File: config.mk
export PLATFORM = sky130hd
export DESIGN_NAME = gpcn_top
export DESIGN_NICKNAME = d
export VERILOG_FILES = /design/src/gpcn_pkg.sv /design/src/gpcn_top.sv
export VERILOG_INCLUDE_DIRS = /design/src
export SDC_FILE = /design/constraint.sdc
export NUM_CORES = 1
export LEC_CHECK = 0
export ABC_AREA = 1
export BUFFER_PORTS_ARGS = -buffer_cell sky130_fd_sc_hd__buf_2
export CELL_PAD_IN_SITES_DETAIL_PLACEMENT = 0
export CELL_PAD_IN_SITES_GLOBAL_PLACEMENT = 1
export CORE_MARGIN = 2
export CORE_UTILIZATION = 47
export CTS_BUF_LIST = sky130_fd_sc_hd__clkbuf_16
export CTS_CLUSTER_SIZE = 24
export DETAILED_ROUTE_END_ITERATION = 6
export PLACE_DENSITY = 0.91
export SLEW_MARGIN = 20
export SYNTH_ARGS = -nofsm -noshare
export SYNTH_HDL_FRONTEND = slang
export SYNTH_SLANG_ARGS = --single-unit
File: constraint.sdc
create_clock -name clk -period 5.44 [get_ports clk]
set_clock_uncertainty 0.2 [all_clocks]
set_input_delay 0.272 -clock clk [delete_from_list [all_inputs] [get_ports clk]]
set_output_delay 0.272 -clock clk [all_outputs]
set_load 0.01 [all_outputs]
File: src/gpcn_map.svh
/*
 * Register offsets, field widths, reset values and key codes of the
 * general purpose pin port with change notification.
 * Assumes byte addresses on a 32-bit AXI4-Lite bus, one word per register.
 */
`ifndef GPCN_MAP_SVH
`define GPCN_MAP_SVH

// Pin counts
`define GPCN_NPINS        26
`define GPCN_NWATCH       21
`define GPCN_NWATCH_LO    16
`define GPCN_NWATCH_HI    5

// Register byte offsets
`define GPCN_OFF_DIR      8'h00
`define GPCN_OFF_LATCH    8'h04
`define GPCN_OFF_PORT     8'h08
`define GPCN_OFF_ODSEL    8'h0c
`define GPCN_OFF_ANALOG   8'h10
`define GPCN_OFF_CNEN_LO  8'h14
`define GPCN_OFF_CNEN_HI  8'h18
`define GPCN_OFF_PU_LO    8'h1c
`define GPCN_OFF_PU_HI    8'h20
`define GPCN_OFF_STATUS   8'h24
`define GPCN_OFF_MASK     8'h28
`define GPCN_OFF_LOCK     8'h2c
`define GPCN_OFF_REMAP    8'h30

// Reset values
`define GPCN_DIR_RST      26'h3ffffff
`define GPCN_LOCK_RST     1'h1

// Status bit positions
`define GPCN_ST_CHANGE    0
`define GPCN_ST_WAKE      1
`define GPCN_NSTAT        2

// Unlock keys written in the low byte of the lock register
`define GPCN_KEY1         8'h46
`define GPCN_KEY2         8'h57

// AXI responses
`define GPCN_RESP_OKAY    2'h0
`define GPCN_RESP_SLVERR  2'h2

`endif

File: src/gpcn_pkg.sv
/*
 * Types of the pin port: lock sequencer states and pad drive bundle.
 * Assumes gpcn_map.svh for widths.
 */
`include "gpcn_map.svh"

package gpcn_pkg;

   // Remap lock sequencer, one-hot
   typedef enum logic [2:0] {
      GPCN_LK_IDLE = 3'h1,
      GPCN_LK_KEY1 = 3'h2,
      GPCN_LK_OPEN = 3'h4
   } gpcn_lock_st_t;

   // Drive of every pad, registered together
   typedef struct packed {
      logic [`GPCN_NPINS-1:0] out;
      logic [`GPCN_NPINS-1:0] oe_n;
   } gpcn_pad_t;

endpackage

File: src/gpcn_top.sv
/*
 * General purpose pin port: direction, output latch, open-drain select,
 * analog configuration, change notification with interrupt and wake,
 * weak pull-up enables and a lockable remap select, behind AXI4-Lite.
 * Assumes pad inputs synchronous to clk and an outside pad cell that
 * resolves out/oe_n and applies the pull-up current.
 */
// Added by the designer: the AXI4-Lite register port and the address map.
// Function
// Open-drain pins only pull low
// Software sets analog pins as inputs
// Analog output pin converts own level
// Analog pins read zero in port
// Write shows in read next cycle; the pin sample behind port reads gets it two edges later
// Selected pin change raises interrupt
// Change detection wakes from sleep
// Up to 21 watched inputs
// Per-pin enable across two registers
// Per-pin pull-up across two registers
// Software disables pull-up on outputs
// Remap select over 26 pins
// Lock blocks spurious remap changes
// Direction one is input, reset input
// Latch reads latch, port reads pins
// Compare synced level with last level
`timescale 1ns/1ns
`include "gpcn_map.svh"

module gpcn_top
   import gpcn_pkg::*;
(
   input  wire logic                   clk,
   input  wire logic                   rst_n,
   input  wire logic [7:0]             s_axi_awaddr,
   input  wire logic                   s_axi_awvalid,
   output logic                        s_axi_awready,
   input  wire logic [31:0]            s_axi_wdata,
   input  wire logic [3:0]             s_axi_wstrb,
   input  wire logic                   s_axi_wvalid,
   output logic                        s_axi_wready,
   output logic [1:0]                  s_axi_bresp,
   output logic                        s_axi_bvalid,
   input  wire logic                   s_axi_bready,
   input  wire logic [7:0]             s_axi_araddr,
   input  wire logic                   s_axi_arvalid,
   output logic                        s_axi_arready,
   output logic [31:0]                 s_axi_rdata,
   output logic [1:0]                  s_axi_rresp,
   output logic                        s_axi_rvalid,
   input  wire logic                   s_axi_rready,
   input  wire logic                   sleep_mode,
   input  wire logic [`GPCN_NPINS-1:0] pad_in,
   input  wire logic [`GPCN_NPINS-1:0] periph_out,
   output logic [`GPCN_NPINS-1:0]      pad_out,
   output logic [`GPCN_NPINS-1:0]      pad_oe_n,
   output logic [`GPCN_NWATCH-1:0]     pad_pullup_en,
   output logic [`GPCN_NPINS-1:0]      adc_level,
   output logic                        irq,
   output logic                        wake
);

   localparam int N = `GPCN_NPINS;
   localparam int W = `GPCN_NWATCH;

   // Software visible state
   logic [N-1:0]              direction_select_q;  // 1 = input
   logic [N-1:0]              output_latch_q;
   logic [N-1:0]              open_drain_select_q;
   logic [N-1:0]              analog_pin_config_q;
   logic [`GPCN_NWATCH_LO-1:0] change_irq_enable_lo_q;
   logic [`GPCN_NWATCH_HI-1:0] change_irq_enable_hi_q;
   logic [`GPCN_NWATCH_LO-1:0] weak_pullup_enable_lo_q;
   logic [`GPCN_NWATCH_HI-1:0] weak_pullup_enable_hi_q;
   logic [`GPCN_NSTAT-1:0]    status_q;            // Sticky events
   logic [`GPCN_NSTAT-1:0]    mask_q;              // 1 = enabled
   logic [N-1:0]              remap_sel_q;         // 1 = peripheral owns
   logic                      lock_q;              // Remap locked
   gpcn_lock_st_t             lock_st_q;

   // Pin sampling and change detection
   logic [N-1:0]              pin_q;               // Sampled pad levels
   logic [W-1:0]              last_q;              // Previous levels
   logic [W-1:0]              watch_en;            // Joined enables
   logic [W-1:0]              hit;                 // Per-pin change
   gpcn_pad_t                 pad_d;
   gpcn_pad_t                 pad_q;

   // Bus slave state
   logic                      aw_full_q;
   logic                      w_full_q;
   logic [7:0]                awaddr_q;
   logic [31:0]               wdata_q;
   logic [3:0]                wstrb_q;
   logic                      awready_q;
   logic                      wready_q;
   logic                      bvalid_q;
   logic [1:0]                bresp_q;
   logic                      arready_q;
   logic                      rvalid_q;
   logic [1:0]                rresp_q;
   logic [31:0]               rdata_q;
   logic [31:0]               rdata_d;
   logic                      rhit_d;
   logic                      whit_d;
   logic                      wr_do;
   logic [31:0]               wval;
   logic                      irq_q;
   logic                      wake_q;

   // Handshakes
   wire aw_take = s_axi_awvalid & awready_q;
   wire w_take  = s_axi_wvalid & wready_q;
   wire ar_take = s_axi_arvalid & arready_q;
   assign wr_do = aw_full_q & w_full_q & ~bvalid_q;

   // Byte-lane merge of write data over an old register value
   function automatic logic [31:0] merge(input logic [31:0] old,
                                         input logic [31:0] nw,
                                         input logic [3:0]  st);
      logic [31:0] r;
      r = old;
      for (int b = 0; b < 4; b++) begin
         if (st[b]) begin
            r[8*b +: 8] = nw[8*b +: 8];
         end
      end
      return r;
   endfunction

   // Per-register write value, lanes merged with zero-extended old value
   always_comb begin
      wval = merge(32'h0, wdata_q, wstrb_q);
      unique case (awaddr_q)
         `GPCN_OFF_DIR:     wval = merge(32'(direction_select_q),
                                         wdata_q, wstrb_q);
         `GPCN_OFF_LATCH,
         `GPCN_OFF_PORT:    wval = merge(32'(output_latch_q),
                                         wdata_q, wstrb_q);
         `GPCN_OFF_ODSEL:   wval = merge(32'(open_drain_select_q),
                                         wdata_q, wstrb_q);
         `GPCN_OFF_ANALOG:  wval = merge(32'(analog_pin_config_q),
                                         wdata_q, wstrb_q);
         `GPCN_OFF_CNEN_LO: wval = merge(32'(change_irq_enable_lo_q),
                                         wdata_q, wstrb_q);
         `GPCN_OFF_CNEN_HI: wval = merge(32'(change_irq_enable_hi_q),
                                         wdata_q, wstrb_q);
         `GPCN_OFF_PU_LO:   wval = merge(32'(weak_pullup_enable_lo_q),
                                         wdata_q, wstrb_q);
         `GPCN_OFF_PU_HI:   wval = merge(32'(weak_pullup_enable_hi_q),
                                         wdata_q, wstrb_q);
         `GPCN_OFF_MASK:    wval = merge(32'(mask_q), wdata_q, wstrb_q);
         `GPCN_OFF_REMAP:   wval = merge(32'(remap_sel_q),
                                         wdata_q, wstrb_q);
         default:           wval = merge(32'h0, wdata_q, wstrb_q);
      endcase
   end

   // Write address and data held until both are in
   always_ff @(posedge clk or negedge rst_n) begin
      if (!rst_n) begin
         aw_full_q <= 1'b0;
         w_full_q  <= 1'b0;
         awaddr_q  <= 8'h00;
         wdata_q   <= 32'h0;
         wstrb_q   <= 4'h0;
         awready_q <= 1'b1;
         wready_q  <= 1'b1;
      end else begin
         if (aw_take) begin
            aw_full_q <= 1'b1;
            awaddr_q  <= {s_axi_awaddr[7:2], 2'b00};
            awready_q <= 1'b0;
         end else if (wr_do) begin
            aw_full_q <= 1'b0;
            awready_q <= 1'b1;
         end
         if (w_take) begin
            w_full_q <= 1'b1;
            wdata_q  <= s_axi_wdata;
            wstrb_q  <= s_axi_wstrb;
            wready_q <= 1'b0;
         end else if (wr_do) begin
            w_full_q <= 1'b0;
            wready_q <= 1'b1;
         end
      end
   end

   // Write response; unmapped offsets answer SLVERR
   always_ff @(posedge clk or negedge rst_n) begin
      if (!rst_n) begin
         bvalid_q <= 1'b0;
         bresp_q  <= `GPCN_RESP_OKAY;
      end else if (wr_do) begin
         bvalid_q <= 1'b1;
         bresp_q  <= whit_d ? `GPCN_RESP_OKAY : `GPCN_RESP_SLVERR;
      end else if (s_axi_bready) begin
         bvalid_q <= 1'b0;
      end
   end

   assign whit_d = (awaddr_q <= `GPCN_OFF_REMAP);

   // Configuration registers; port writes land in the latch
   always_ff @(posedge clk or negedge rst_n) begin
      if (!rst_n) begin
         direction_select_q      <= `GPCN_DIR_RST;
         output_latch_q          <= '0;
         open_drain_select_q     <= '0;
         analog_pin_config_q     <= '0;
         change_irq_enable_lo_q  <= '0;
         change_irq_enable_hi_q  <= '0;
         weak_pullup_enable_lo_q <= '0;
         weak_pullup_enable_hi_q <= '0;
         mask_q                  <= '0;
      end else if (wr_do) begin
         unique case (awaddr_q)
            `GPCN_OFF_DIR:     direction_select_q <= wval[N-1:0];
            `GPCN_OFF_LATCH,
            `GPCN_OFF_PORT:    output_latch_q <= wval[N-1:0];
            `GPCN_OFF_ODSEL:   open_drain_select_q <= wval[N-1:0];
            `GPCN_OFF_ANALOG:  analog_pin_config_q <= wval[N-1:0];
            `GPCN_OFF_CNEN_LO: change_irq_enable_lo_q <=
                                  wval[`GPCN_NWATCH_LO-1:0];
            `GPCN_OFF_CNEN_HI: change_irq_enable_hi_q <=
                                  wval[`GPCN_NWATCH_HI-1:0];
            `GPCN_OFF_PU_LO:   weak_pullup_enable_lo_q <=
                                  wval[`GPCN_NWATCH_LO-1:0];
            `GPCN_OFF_PU_HI:   weak_pullup_enable_hi_q <=
                                  wval[`GPCN_NWATCH_HI-1:0];
            `GPCN_OFF_MASK:    mask_q <= wval[`GPCN_NSTAT-1:0];
            default:           ;  // Other offsets handled elsewhere
         endcase
      end
   end

   // Remap lock: two keys, then the next lock write sets or clears it
   always_ff @(posedge clk or negedge rst_n) begin
      if (!rst_n) begin
         lock_q    <= `GPCN_LOCK_RST;
         lock_st_q <= GPCN_LK_IDLE;
      end else if (wr_do && awaddr_q == `GPCN_OFF_LOCK) begin
         unique case (lock_st_q)
            GPCN_LK_IDLE: lock_st_q <= (wval[7:0] == `GPCN_KEY1) ?
                                       GPCN_LK_KEY1 : GPCN_LK_IDLE;
            GPCN_LK_KEY1: lock_st_q <= (wval[7:0] == `GPCN_KEY2) ?
                                       GPCN_LK_OPEN : GPCN_LK_IDLE;
            GPCN_LK_OPEN: begin
               lock_q    <= wval[0];
               lock_st_q <= GPCN_LK_IDLE;
            end
            default:      lock_st_q <= GPCN_LK_IDLE;
         endcase
      end else if (wr_do) begin
         lock_st_q <= GPCN_LK_IDLE;  // Any other write breaks the keys
      end
   end

   // Remap select; a locked write completes but changes nothing
   always_ff @(posedge clk or negedge rst_n) begin
      if (!rst_n) begin
         remap_sel_q <= '0;
      end else if (wr_do && awaddr_q == `GPCN_OFF_REMAP && !lock_q) begin
         remap_sel_q <= wval[N-1:0];
      end
   end

   // Pin sampling; pad drive is registered, so a write or direction
   // change reaches this sample two edges later, not on the next read
   always_ff @(posedge clk or negedge rst_n) begin
      if (!rst_n) begin
         pin_q  <= '0;
         last_q <= '0;
      end else begin
         pin_q  <= pad_in;
         last_q <= pin_q[W-1:0];
      end
   end

   assign watch_en = {change_irq_enable_hi_q, change_irq_enable_lo_q};

   // Per-pin drive and per-watched-pin change compare
   genvar gi;
   generate
      for (gi = 0; gi < N; gi++) begin : g_pin
         wire drv  = ~direction_select_q[gi];
         wire data = remap_sel_q[gi] ? periph_out[gi]
                                     : output_latch_q[gi];
         // Open drain never drives high, only sinks or floats
         assign pad_d.out[gi]  = open_drain_select_q[gi] ? 1'b0
                                                        : data;
         assign pad_d.oe_n[gi] = open_drain_select_q[gi] ?
                                 ~(drv & ~data) : ~drv;
         if (gi < W) begin : g_watch
            assign hit[gi] = watch_en[gi] &
                             (pin_q[gi] ^ last_q[gi]);
         end
      end
   endgenerate

   // Pad, pull-up and converter outputs straight from flops
   always_ff @(posedge clk or negedge rst_n) begin
      if (!rst_n) begin
         pad_q         <= '{out: '0, oe_n: '1};
         pad_pullup_en <= '0;
         adc_level     <= '0;
      end else begin
         pad_q         <= pad_d;
         pad_pullup_en <= {weak_pullup_enable_hi_q,
                           weak_pullup_enable_lo_q};
         // Analog pin left as output converts its own driven level
         adc_level     <= (analog_pin_config_q & ~direction_select_q &
                           pad_q.out) |
                          (pad_in & ~(analog_pin_config_q &
                                      ~direction_select_q));
      end
   end

   assign pad_out  = pad_q.out;
   assign pad_oe_n = pad_q.oe_n;

   // Sticky status: a new event wins over a same-cycle clear
   always_ff @(posedge clk or negedge rst_n) begin
      if (!rst_n) begin
         status_q <= '0;
      end else begin
         for (int b = 0; b < `GPCN_NSTAT; b++) begin
            if (wr_do && awaddr_q == `GPCN_OFF_STATUS && wval[b]) begin
               status_q[b] <= 1'b0;
            end
         end
         if (|hit) begin
            status_q[`GPCN_ST_CHANGE] <= 1'b1;
         end
         if (|hit && sleep_mode) begin
            status_q[`GPCN_ST_WAKE] <= 1'b1;
         end
      end
   end

   // Interrupt and wake levels
   always_ff @(posedge clk or negedge rst_n) begin
      if (!rst_n) begin
         irq_q  <= 1'b0;
         wake_q <= 1'b0;
      end else begin
         irq_q  <= |(status_q & mask_q);
         // Detection clock keeps running while the core sleeps
         wake_q <= sleep_mode & (|hit | wake_q);
      end
   end

   assign irq  = irq_q;
   assign wake = wake_q;

   // Read mux; port read hides analog pins as low
   always_comb begin
      rdata_d = 32'h0;
      rhit_d  = 1'b1;
      unique case ({s_axi_araddr[7:2], 2'b00})
         `GPCN_OFF_DIR:     rdata_d = 32'(direction_select_q);
         `GPCN_OFF_LATCH:   rdata_d = 32'(output_latch_q);
         `GPCN_OFF_PORT:    rdata_d = 32'(pin_q &
                                          ~analog_pin_config_q);
         `GPCN_OFF_ODSEL:   rdata_d = 32'(open_drain_select_q);
         `GPCN_OFF_ANALOG:  rdata_d = 32'(analog_pin_config_q);
         `GPCN_OFF_CNEN_LO: rdata_d = 32'(change_irq_enable_lo_q);
         `GPCN_OFF_CNEN_HI: rdata_d = 32'(change_irq_enable_hi_q);
         `GPCN_OFF_PU_LO:   rdata_d = 32'(weak_pullup_enable_lo_q);
         `GPCN_OFF_PU_HI:   rdata_d = 32'(weak_pullup_enable_hi_q);
         `GPCN_OFF_STATUS:  rdata_d = 32'(status_q);
         `GPCN_OFF_MASK:    rdata_d = 32'(mask_q);
         `GPCN_OFF_LOCK:    rdata_d = 32'(lock_q);
         `GPCN_OFF_REMAP:   rdata_d = 32'(remap_sel_q);
         default:           rhit_d  = 1'b0;
      endcase
   end

   // Read channel, one read at a time
   always_ff @(posedge clk or negedge rst_n) begin
      if (!rst_n) begin
         arready_q <= 1'b1;
         rvalid_q  <= 1'b0;
         rdata_q   <= 32'h0;
         rresp_q   <= `GPCN_RESP_OKAY;
      end else if (ar_take) begin
         arready_q <= 1'b0;
         rvalid_q  <= 1'b1;
         rdata_q   <= rdata_d;
         rresp_q   <= rhit_d ? `GPCN_RESP_OKAY : `GPCN_RESP_SLVERR;
      end else if (rvalid_q && s_axi_rready) begin
         rvalid_q  <= 1'b0;
         arready_q <= 1'b1;
      end
   end

   assign s_axi_awready = awready_q;
   assign s_axi_wready  = wready_q;
   assign s_axi_bvalid  = bvalid_q;
   assign s_axi_bresp   = bresp_q;
   assign s_axi_arready = arready_q;
   assign s_axi_rvalid  = rvalid_q;
   assign s_axi_rresp   = rresp_q;
   assign s_axi_rdata   = rdata_q;

endmodule

[Yosys cells after proc, flatten, opt, wreduce, memory -nomap -nowiden]
Index checks and enable logic that the tools add are counted.
Word-level totals
  input bits: 112
  bits in registers: 407
  output and inout port bits: 142
Operators by class
  bitwise operators: 163
  muxes and demuxes: 135
  reduce and logical (&&, ||, !) cells: 32
  equal/unequal tests: 29
  order comparisons: 1
Operators with widths (number)
  $pmux 32 s13: 1
  $pmux 26 s10: 1
  $mux 8: 25
  $mux 1: 95
  $not 1->1: 79
  $and 26x26->26: 3
  $eq 6x4->1 const B: 10
  $and 1x1->1: 53
  $not 26->26: 2
  $eq 6x3->1 const B: 8
  $and 26x32->32: 1
  $not 26->32: 1
  $or 26x26->26: 1
  $eq 6x2->1 const B: 4
  $reduce_or 21->1: 1
  $xor 1x1->1: 21
  $reduce_and 2->1: 10
  $mux 2: 9
  $eq 8x7->1 const B: 2
  $reduce_bool 2->1: 7
  $reduce_or 13->1: 1
  $eq 6x1->1 const B: 2
  $mux 3: 3
  $le 8x6->1 const B: 1
  11 further kinds: 19

[Longest topological paths before layout]
Gate-level depths: netlist (run 1).
  depth after elaboration: 7
  gate-level depth with buffers: 18

[Least setup slack after synthesis (run 1)]
OpenSTA, ideal clock, no wires.
  path type: reg-to-reg
  start: reg bvalid_q, in the netlist s_axi_bvalid
  end: reg weak_pullup_enable_lo_q[10]
  path buffers: 2
  setup time: 134 ps
  required time: 5106 ps
  cell stages (with the launch flop): 9
  arrival: 1878 ps
  slack: 3228 ps
  cells stage by stage: dfrtp_1 -> nor3_2 -> inv_1 -> buf_2 -> nor2_1 -> clkinv_1 -> clkbuf_1 -> nand2_1 -> o21ai_0
On the way
  word-level cells in the longest chain between the ends: 3
RTL lines
  start, declared: RTL line gpcn_top.sv:96  | logic bvalid_q;
  start signal, assigned: RTL line gpcn_top.sv:192  | bvalid_q <= 1'b0;
  start signal, assigned: RTL line gpcn_top.sv:195  | bvalid_q <= 1'b1;
  start signal, assigned: RTL line gpcn_top.sv:198  | bvalid_q <= 1'b0;
  $not 1->1: RTL line gpcn_top.sv:114  | assign wr_do = aw_full_q & w_full_q & ~bvalid_q;
  $and 1x1->1: RTL line gpcn_top.sv:114
  $reduce_and 2->1 (no source line)
  end signal, assigned: RTL line gpcn_top.sv:227  | `GPCN_OFF_PU_LO: weak_pullup_enable_lo_q <=
  end, declared: RTL line gpcn_top.sv:72  | logic [`GPCN_NWATCH_LO-1:0] weak_pullup_enable_lo_q;
No other way between the ends.
A chain may end at the register's enable or synchronous reset.

[Worst setup path after layout (run 1)]
  start: reg awaddr_q[7]
  end: reg change_irq_enable_lo_q[14]
On the way
  word-level cells in the longest chain between the ends: 3
  elaborated cells on any way between the ends: 14
  those cells by class: eq/ne: 10; mux: 1; reduce/logical: 3
RTL lines
  start, declared: RTL line gpcn_top.sv:91  | logic [7:0] awaddr_q;
  start signal, assigned: RTL line gpcn_top.sv:171  | awaddr_q <= {s_axi_awaddr[7:2], 2'b00};
  $eq 6x1->1 or $eq 6x2->1 (tied branches)
  $reduce_or 2->1
  $pmux 26 s10: RTL line gpcn_top.sv:133  | unique case (awaddr_q)
  end signal, assigned: RTL line gpcn_top.sv:223  | `GPCN_OFF_CNEN_LO: change_irq_enable_lo_q <=
  end, declared: RTL line gpcn_top.sv:70  | logic [`GPCN_NWATCH_LO-1:0] change_irq_enable_lo_q;
Several ways; a longest one is shown, not always the timed one.

==> results of run 1 <==
==> layout by cell type, fill, tap and decap left out, types with 17 or more instances in the layout <==
cell type      instances
nand2_1              571
o221ai_1              18
dfstp_2               57
dlygate4sd3_1         92
dfrtp_1              342
buf_4                 25
inv_1                244
clkbuf_16             43
clkinv_1              17
nor2_1               155
buf_2                234
o22ai_1               47
o21ai_0              390
a21oi_1               96
nand3_1               85
==> routing by layer <==
layer	GRT usage (%)	wire length [microns]	up-vias
met5	0	0	-
met4	15.1	3050	0
met3	5.17	6290	179
met2	51.5	31100	987
met1	44.8	27700	8695
li1	-	-	8206
==> flip-flops by register name, summed over array words and instances (netlist names), 5 cells and up <==
signal	count
adc_level	26
analog_pin_config_q	26
awaddr_q	6
change_irq_enable_hi_q	5
change_irq_enable_lo_q	16
direction_select_q	26
last_q	21
open_drain_select_q	26
output_latch_q	26
pad_oe_n	26
pad_out	26
pad_pullup_en	21
pin_q	26
remap_sel_q	26
s_axi_rdata	26
wdata_q	26
weak_pullup_enable_hi_q	5
weak_pullup_enable_lo_q	16
==> through the flow <==
| stage | util, % | area, sq um | setup slack, ns | total power [mW] | instances |
|---|---|---|---|---|---|
| 2_1_floorplan | - | 18800 | 3.23 | 5.04 | 2283 |
| 3_3_place_gp | 51.9 | 20500 | 1.89 | 5.84 | 2977 |
| 3_5_place_dp | 51.9 | 20500 | 1.73 | 5.89 | 2977 |
| 4_1_cts | 57.5 | 22700 | 1.70 | 8.73 | 3149 |
| 5_1_grt | 57.6 | 22800 | 1.52 | 9.17 | 3150 |
| 6_report | 57.6 | 22800 | 1.63 | 8.76 | 3150 |
==> power by group through the flow <==
stage | clock network (mW) | logic [mW] | registers (mW)
after floorplan | 0 | 1.36 | 3.68
after global placement | 0 | 2.04 | 3.79
after detailed placement | 0 | 2.08 | 3.81
after CTS | 2.82 | 2.14 | 3.76
after global routing | 2.95 | 2.41 | 3.82
final | 2.79 | 2.19 | 3.78
==> cell families (layout without fill, tap and decap cells) <==
group,after synthesis,after routing
AO/OA/AOI/OAI,645,645
XOR/XNOR,6,6
buffers and inverters,344,686
flip-flops,399,399
multiplexers,1,1
other,1,8
AND/OR/NAND/NOR,880,880
==> critical path: stages, from the launching register on <==
cell and delay (ns):
dfrtp_1 0.41, nor2_4 0.49, nand3_1 0.63, nor2_1 0.92, inv_1 0.65, nand2_1 0.21
o21ai_0 0.11
==> synth_stat cells, drive strengths merged <==
library cell / n
a311oi: 2
a211oi: 2
o211ai: 9
a32oi: 14
a22oi: 9
xor2: 1
a31oi: 4
o311ai: 2
clkbuf: 74
a21oi: 96
buf: 19
a2111oi: 4
xnor2: 5
nand3b: 2
a22o: 3
nand2: 580
conb: 1
mux2: 1
o221ai: 21
dfstp: 57
o21a: 2
nor3: 14
nand3: 94
nand4: 11
dfrtp: 342
o22ai: 47
inv: 248
clkinv: 3
a21o: 1
a221oi: 16
nor4: 3
o21ai: 404
o2111ai: 4
nor2: 176
o31ai: 5
==> final cells by class <==
class | count | area share, %
sequential | 399 | 44.2
inverter | 251 | 4.15
timing repair buffer | 355 | 10.4
clock buffer | 43 | 4.72
tap | 525 | 2.88
multi-input combinational | 1540 | 32.7
clock inverter | 37 | 1.03
==> worst max-delay path by stage <==
| stage | from | endpoint | slack [ns] | cells after the start |
|---|---|---|---|---|
| floorplan | s_axi_bvalid$_DFFE_PN0P_ | weak_pullup_enable_lo_q[10]$_DFFE_PN0P_ | 3.23 | 8 |
| detailed placement | awaddr_q[7]$_DFFE_PN0P_ | change_irq_enable_lo_q[14]$_DFFE_PN0P_ | 1.73 | 6 |
| global placement | awaddr_q[7]$_DFFE_PN0P_ | change_irq_enable_lo_q[12]$_DFFE_PN0P_ | 1.89 | 6 |
| finish | awaddr_q[7]$_DFFE_PN0P_ | change_irq_enable_lo_q[14]$_DFFE_PN0P_ | 1.63 | 6 |
| global route | awaddr_q[7]$_DFFE_PN0P_ | change_irq_enable_lo_q[10]$_DFFE_PN0P_ | 1.52 | 6 |
| CTS | awaddr_q[7]$_DFFE_PN0P_ | change_irq_enable_lo_q[14]$_DFFE_PN0P_ | 1.70 | 6 |
==> what timing repair did <==
item / 4_1_cts / 5_1_grt
hold endpoints to repair: 197 / 0
hold buffers: 92 / 0
setup buffers: 0 / 0
==> metrics.txt, run 1 <==
simple-gate share of the synthesized area=19.5%; 1st-iter DRT viols=2024; Achievable Freq=around 260 MHz; CTS sink cnt=roughly 400; worst path required time=5.66 ns; antenna viol nets, final=0; TritonCTS Buffers=43; share of post-route cells with drive strength above 1=roughly 17%; R2R Path Start=awaddr_q[7]$_DFFE_PN0P_; critical path arrival=4.03 ns; footprint of the multi-input gates=~7400 sq um; Synth area leader=dfrtp_1; gr ovfl total=0; number of port buffers=235; Hold WS=0.0113 ns; clock buffer depth=3; pin count of the biggest net entering global routing=194; Final Cycle Share=70.0%; mean post-synth cell area=just over 8 sq um; main combinational cell family by area after synthesis=compound AO/OA/AOI/OAI gates; proportion of synthesized area in mux cells=0.0600%; Final HPWL DP=44.8 mm; Worst Hold Class=primary input to async pin; DRC=0; Synth top area share=45.6%; initial antenna violation count=0; Hold Fails Final Rpt=0; sw frac=about 37%; CTS tree=built; Adder-Cell Fraction of Synth Area=0%; sequential power share=between 40% and 50%; GRT Total Usage=between 30 and 40%; H-Tree Depth=2; max_cap viols=0; compound-gate portion of the synthesized area=19.5%; unrepaired setup endpoints after global routing=no; Critical Path Fanout Max=22; Cells after Synth=2276; die area=41600 sq um; # setup viols final=0; Slew Viols, Final=0; Slew @ Worst Pin=about 1.2 ns; Power Density=roughly 380 nW/um^2; Int Pwr=about 5.5 mW; Slew HR=~19%; CP Capture Type=flip-flop; yosys synthesis warning count=0; synthesized cell area=18800 sq um; # IOs=254; Post-CTS Resized=0; # fillers=3543; R2R Setup Slk=between 1.5 and 2 ns; Post-Synth XOR/XNOR Area=0.280%; clk_lat worst skew=around 0.60 ns; Max VDD drop=around 0.23 mV; NetSw=3.24 mW; CORE AREA=39500 sq um; Seq/Total Area, Yosys=around 54%; nets=2702; Die Wd=204 microns; Yosys cell types=about 50; number of vias per cell=between 5 and 6; first-pass GRT wire length=102 mm; status=finished clean; CTS Root Cell=clkbuf_16; crit path launch type=flip-flop; leakage dissipation=10.6 nW; Reg clk slew, reported paths=0.06 ns; minimum clock period=approximately 3.8 ns; synthesis-to-layout area growth=21.3%; first drt pass iteration count=6; total negative slack=0 ns; Worst Reg-to-Reg Cells=6; vias=18.1k; Yosys reg bits=roughly 400; Site Rows=73; WL final=68.1 mm; RD Place Congestion=0.957; Clk network pwr share=31.9%; die height=about 200 microns; Synth area leaders=dfrtp_1, nand2_1, o21ai_0; Seq. cell area=10100 sq um; Initial Util=47.5%; Routed WL per cell=21.6 microns; ANT cells=0; vias in the first global route=17.3k; Setup Crit Path Kind=flip-flop to flip-flop; combinational cell fraction of total power=about 25%; Reg2Reg Capture Point=change_irq_enable_lo_q[14]$_DFFE_PN0P_
No activity file was read; power rests on OpenSTA's default activity.
==> run 2, diff against run 1 <==
--- a/config.mk
+++ b/config.mk
@@ -11,11 +11,11 @@
 export CELL_PAD_IN_SITES_DETAIL_PLACEMENT = 0
 export CELL_PAD_IN_SITES_GLOBAL_PLACEMENT = 1
 export CORE_MARGIN = 2
-export CORE_UTILIZATION = 47
+export CORE_UTILIZATION = 43
 export CTS_BUF_LIST = sky130_fd_sc_hd__clkbuf_16
 export CTS_CLUSTER_SIZE = 24
 export DETAILED_ROUTE_END_ITERATION = 6
-export PLACE_DENSITY = 0.91
+export PLACE_DENSITY = 0.85
 export SLEW_MARGIN = 20
 export SYNTH_ARGS = -nofsm -noshare
 export SYNTH_HDL_FRONTEND = slang
==> constraint.sdc (replaced) <==
create_clock -name clk -period 3.7 [get_ports clk]
set_clock_uncertainty 0.2 [all_clocks]
set_input_delay 0.185 -clock clk [delete_from_list [all_inputs] [get_ports clk]]
set_output_delay 0.185 -clock clk [all_outputs]
set_load 0.01 [all_outputs]
==> metrics.txt, run 2 (same netlist as run 1, synthesis figures left out) <==
status=finished clean; clock buffer depth=3; # setup viols final=0; max_cap viols=0; cells along the critical path=nor2_4 -> nand3_2 -> nand2_2 -> nor2_2 -> nand3_4 -> inv_4 -> nand2_2 -> nand2_4 -> nand2_2 -> nor2_1 -> nand2_1 -> nand2_1 -> nand3_1 -> nand2_1 -> inv_1; share of post-route cells with drive strength above 1=18.2%; nets=2771; ANT cells=0; dpl cells=roughly 3.1k; WL final=70.7 mm; Die Wd=213 microns; H-Tree Depth=2; clk_lat worst skew=0.59 ns; pin count of the biggest net entering global routing=~110; worst hold endpoint=s_axi_rdata[0]$_DFFE_PN0P_; CTS tree=built; unrepaired setup endpoints after global routing=no; vias=18.2k; Setup Crit Path Kind=flip-flop to flip-flop; non-filler cells, final=3278; leakage dissipation=11.0 nW; vias in the first global route=17.9k; Crit. Startpoint=awaddr_q[2]$_DFFE_PN0P_; first-pass GRT wire length=106 mm; # fillers=3950; synthesis-to-layout area growth=25.2%; Seq. cell area=10100 sq um; hold path cells=5; Post-CTS Resized=0; cell area after layout=23500 sq um; Slew HR=a little over a fifth; RD Place Congestion=1.00; slowest cell on the critical path=dfrtp_1; total negative slack=0 ns; crit path launch type=flip-flop; GRT Total Usage=around a third; gr ovfl total=0; minimum clock period=roughly 2.9 ns; CORE AREA=43100 sq um; Slew Viols, Final=0; # IOs=254; critical path arrival=between 3 and 4 ns; Reg2Reg Capture Point=lock_st_q[0]$_DFFE_PN1P_; die height=213 microns; Largest stage delay, worst path=between 0.5 and 0.6 ns; Power Density=573 nW/um^2; Area after DPL=21000 sq um; antenna viol nets, final=0; worst path required time=4.03 ns; Max VDD drop=0.379 mV; number of port buffers=235; TritonCTS Buffers=42; Final HPWL DP=48.0 mm; Final Cycle Share=79.2%; worst slack, placed=roughly 0.8 ns; Critical Path Fanout Max=15; 1st-iter DRT viols=1782; die area=approximately 45000 sq um; CTS sink cnt=between 300 and 400; Slew @ Worst Pin=1.17 ns; setup bufs post-CTS=0; R2R Path Start=awaddr_q[2]$_DFFE_PN0P_; hold buffers post-CTS=about 110; hold_sp=s_axi_araddr[5]; most common cell after layout, fill and taps aside=nand2_1; CP Capture Type=flip-flop; DRC=0; Worst Hold Class=primary input to flip-flop; footprint of the multi-input gates=around 7400 sq um; first drt pass iteration count=6; Hold Fails Final Rpt=0; Site Rows=76; Routed WL per cell=between 20 and 25 microns; Worst Reg-to-Reg Cells=15; CTS Root Cell=clkbuf_16; number of vias per cell=5.54; R2R Setup Slk=0.77 ns; Achievable Freq=341 MHz; initial antenna violation count=0; Reg clk slew, reported paths=0.06 ns; most frequent cells in the layout=nand2_1, o21ai_0, dfrtp_1; Initial Util=a little over two fifths; Final WS setup=approximately 0.77 ns
## run 2: changes by cell type in the layout (fill, tap and decap cells not counted), moves of 2 or more
cell	delta
clkinv_8	+2
buf_4	+47
dlygate4sd3_1	+21
inv_6	-3
bufinv_16	+4
inv_1	+2
clkinv_1	-3
nor2_2	+3
clkinv_2	-2
clkinvlp_4	-3
buf_12	+3
nor2_4	-4
## run 2: cell type report
cell class	count	share of cell area [%]
sequential	399	42.7
multi-input combinational	1540	31.6
timing repair buffer	425	12.6
clock buffer	43	4.57
inverter	251	4.02
tap	585	3.11
clock inverter	35	1.41
## run 2: worst max-delay path, delay by kind of cell (launching register included)
| kind | cells | cell delay [ns] |
|---|---|---|
| buf+inv | 2 | 0.35 |
| simple gates | 13 | 1.77 |
| flops | 1 | 0.53 |
## run 2: how the worst max path moves through the flow
stage                                                         end  slack (ns)
after floorplan           weak_pullup_enable_lo_q[10]$_DFFE_PN0P_        1.49
after global placement                   lock_st_q[0]$_DFFE_PN1P_        0.84
after detailed placement                 lock_st_q[0]$_DFFE_PN1P_        0.80
after CTS                                lock_st_q[0]$_DFFE_PN1P_        0.79
after global routing       change_irq_enable_lo_q[12]$_DFFE_PN0P_        0.60
final                                    lock_st_q[0]$_DFFE_PN1P_        0.77
## run 2: metal layers
metal | vias up | track usage, % | routed length, microns
li1 | 8333 | - | -
met2 | 852 | 49.4 | 32300
met3 | 177 | 5.96 | 5980
met4 | 0 | 16.4 | 3430
met1 | 8796 | 41.6 | 29000
met5 | - | 0 | 0
## run 2: where the power goes
part / total [mW] / switching, mW / internal, mW
sequential: 5.44 / 0.493 / 4.95
clock: 4.37 / 1.83 / 2.54
combinational: 3.67 / 2.52 / 1.15
## run 2: through the flow
step	hold WS [ns]	power [mW]	utilization (%)
after floorplan	-0.311	7.41	-
after global placement	0.107	8.77	48.7
after detailed placement	0.105	8.84	48.7
after CTS	0.0118	13.4	54.6
after global routing	0.0537	14.1	54.6
final	0.00856	13.5	54.6
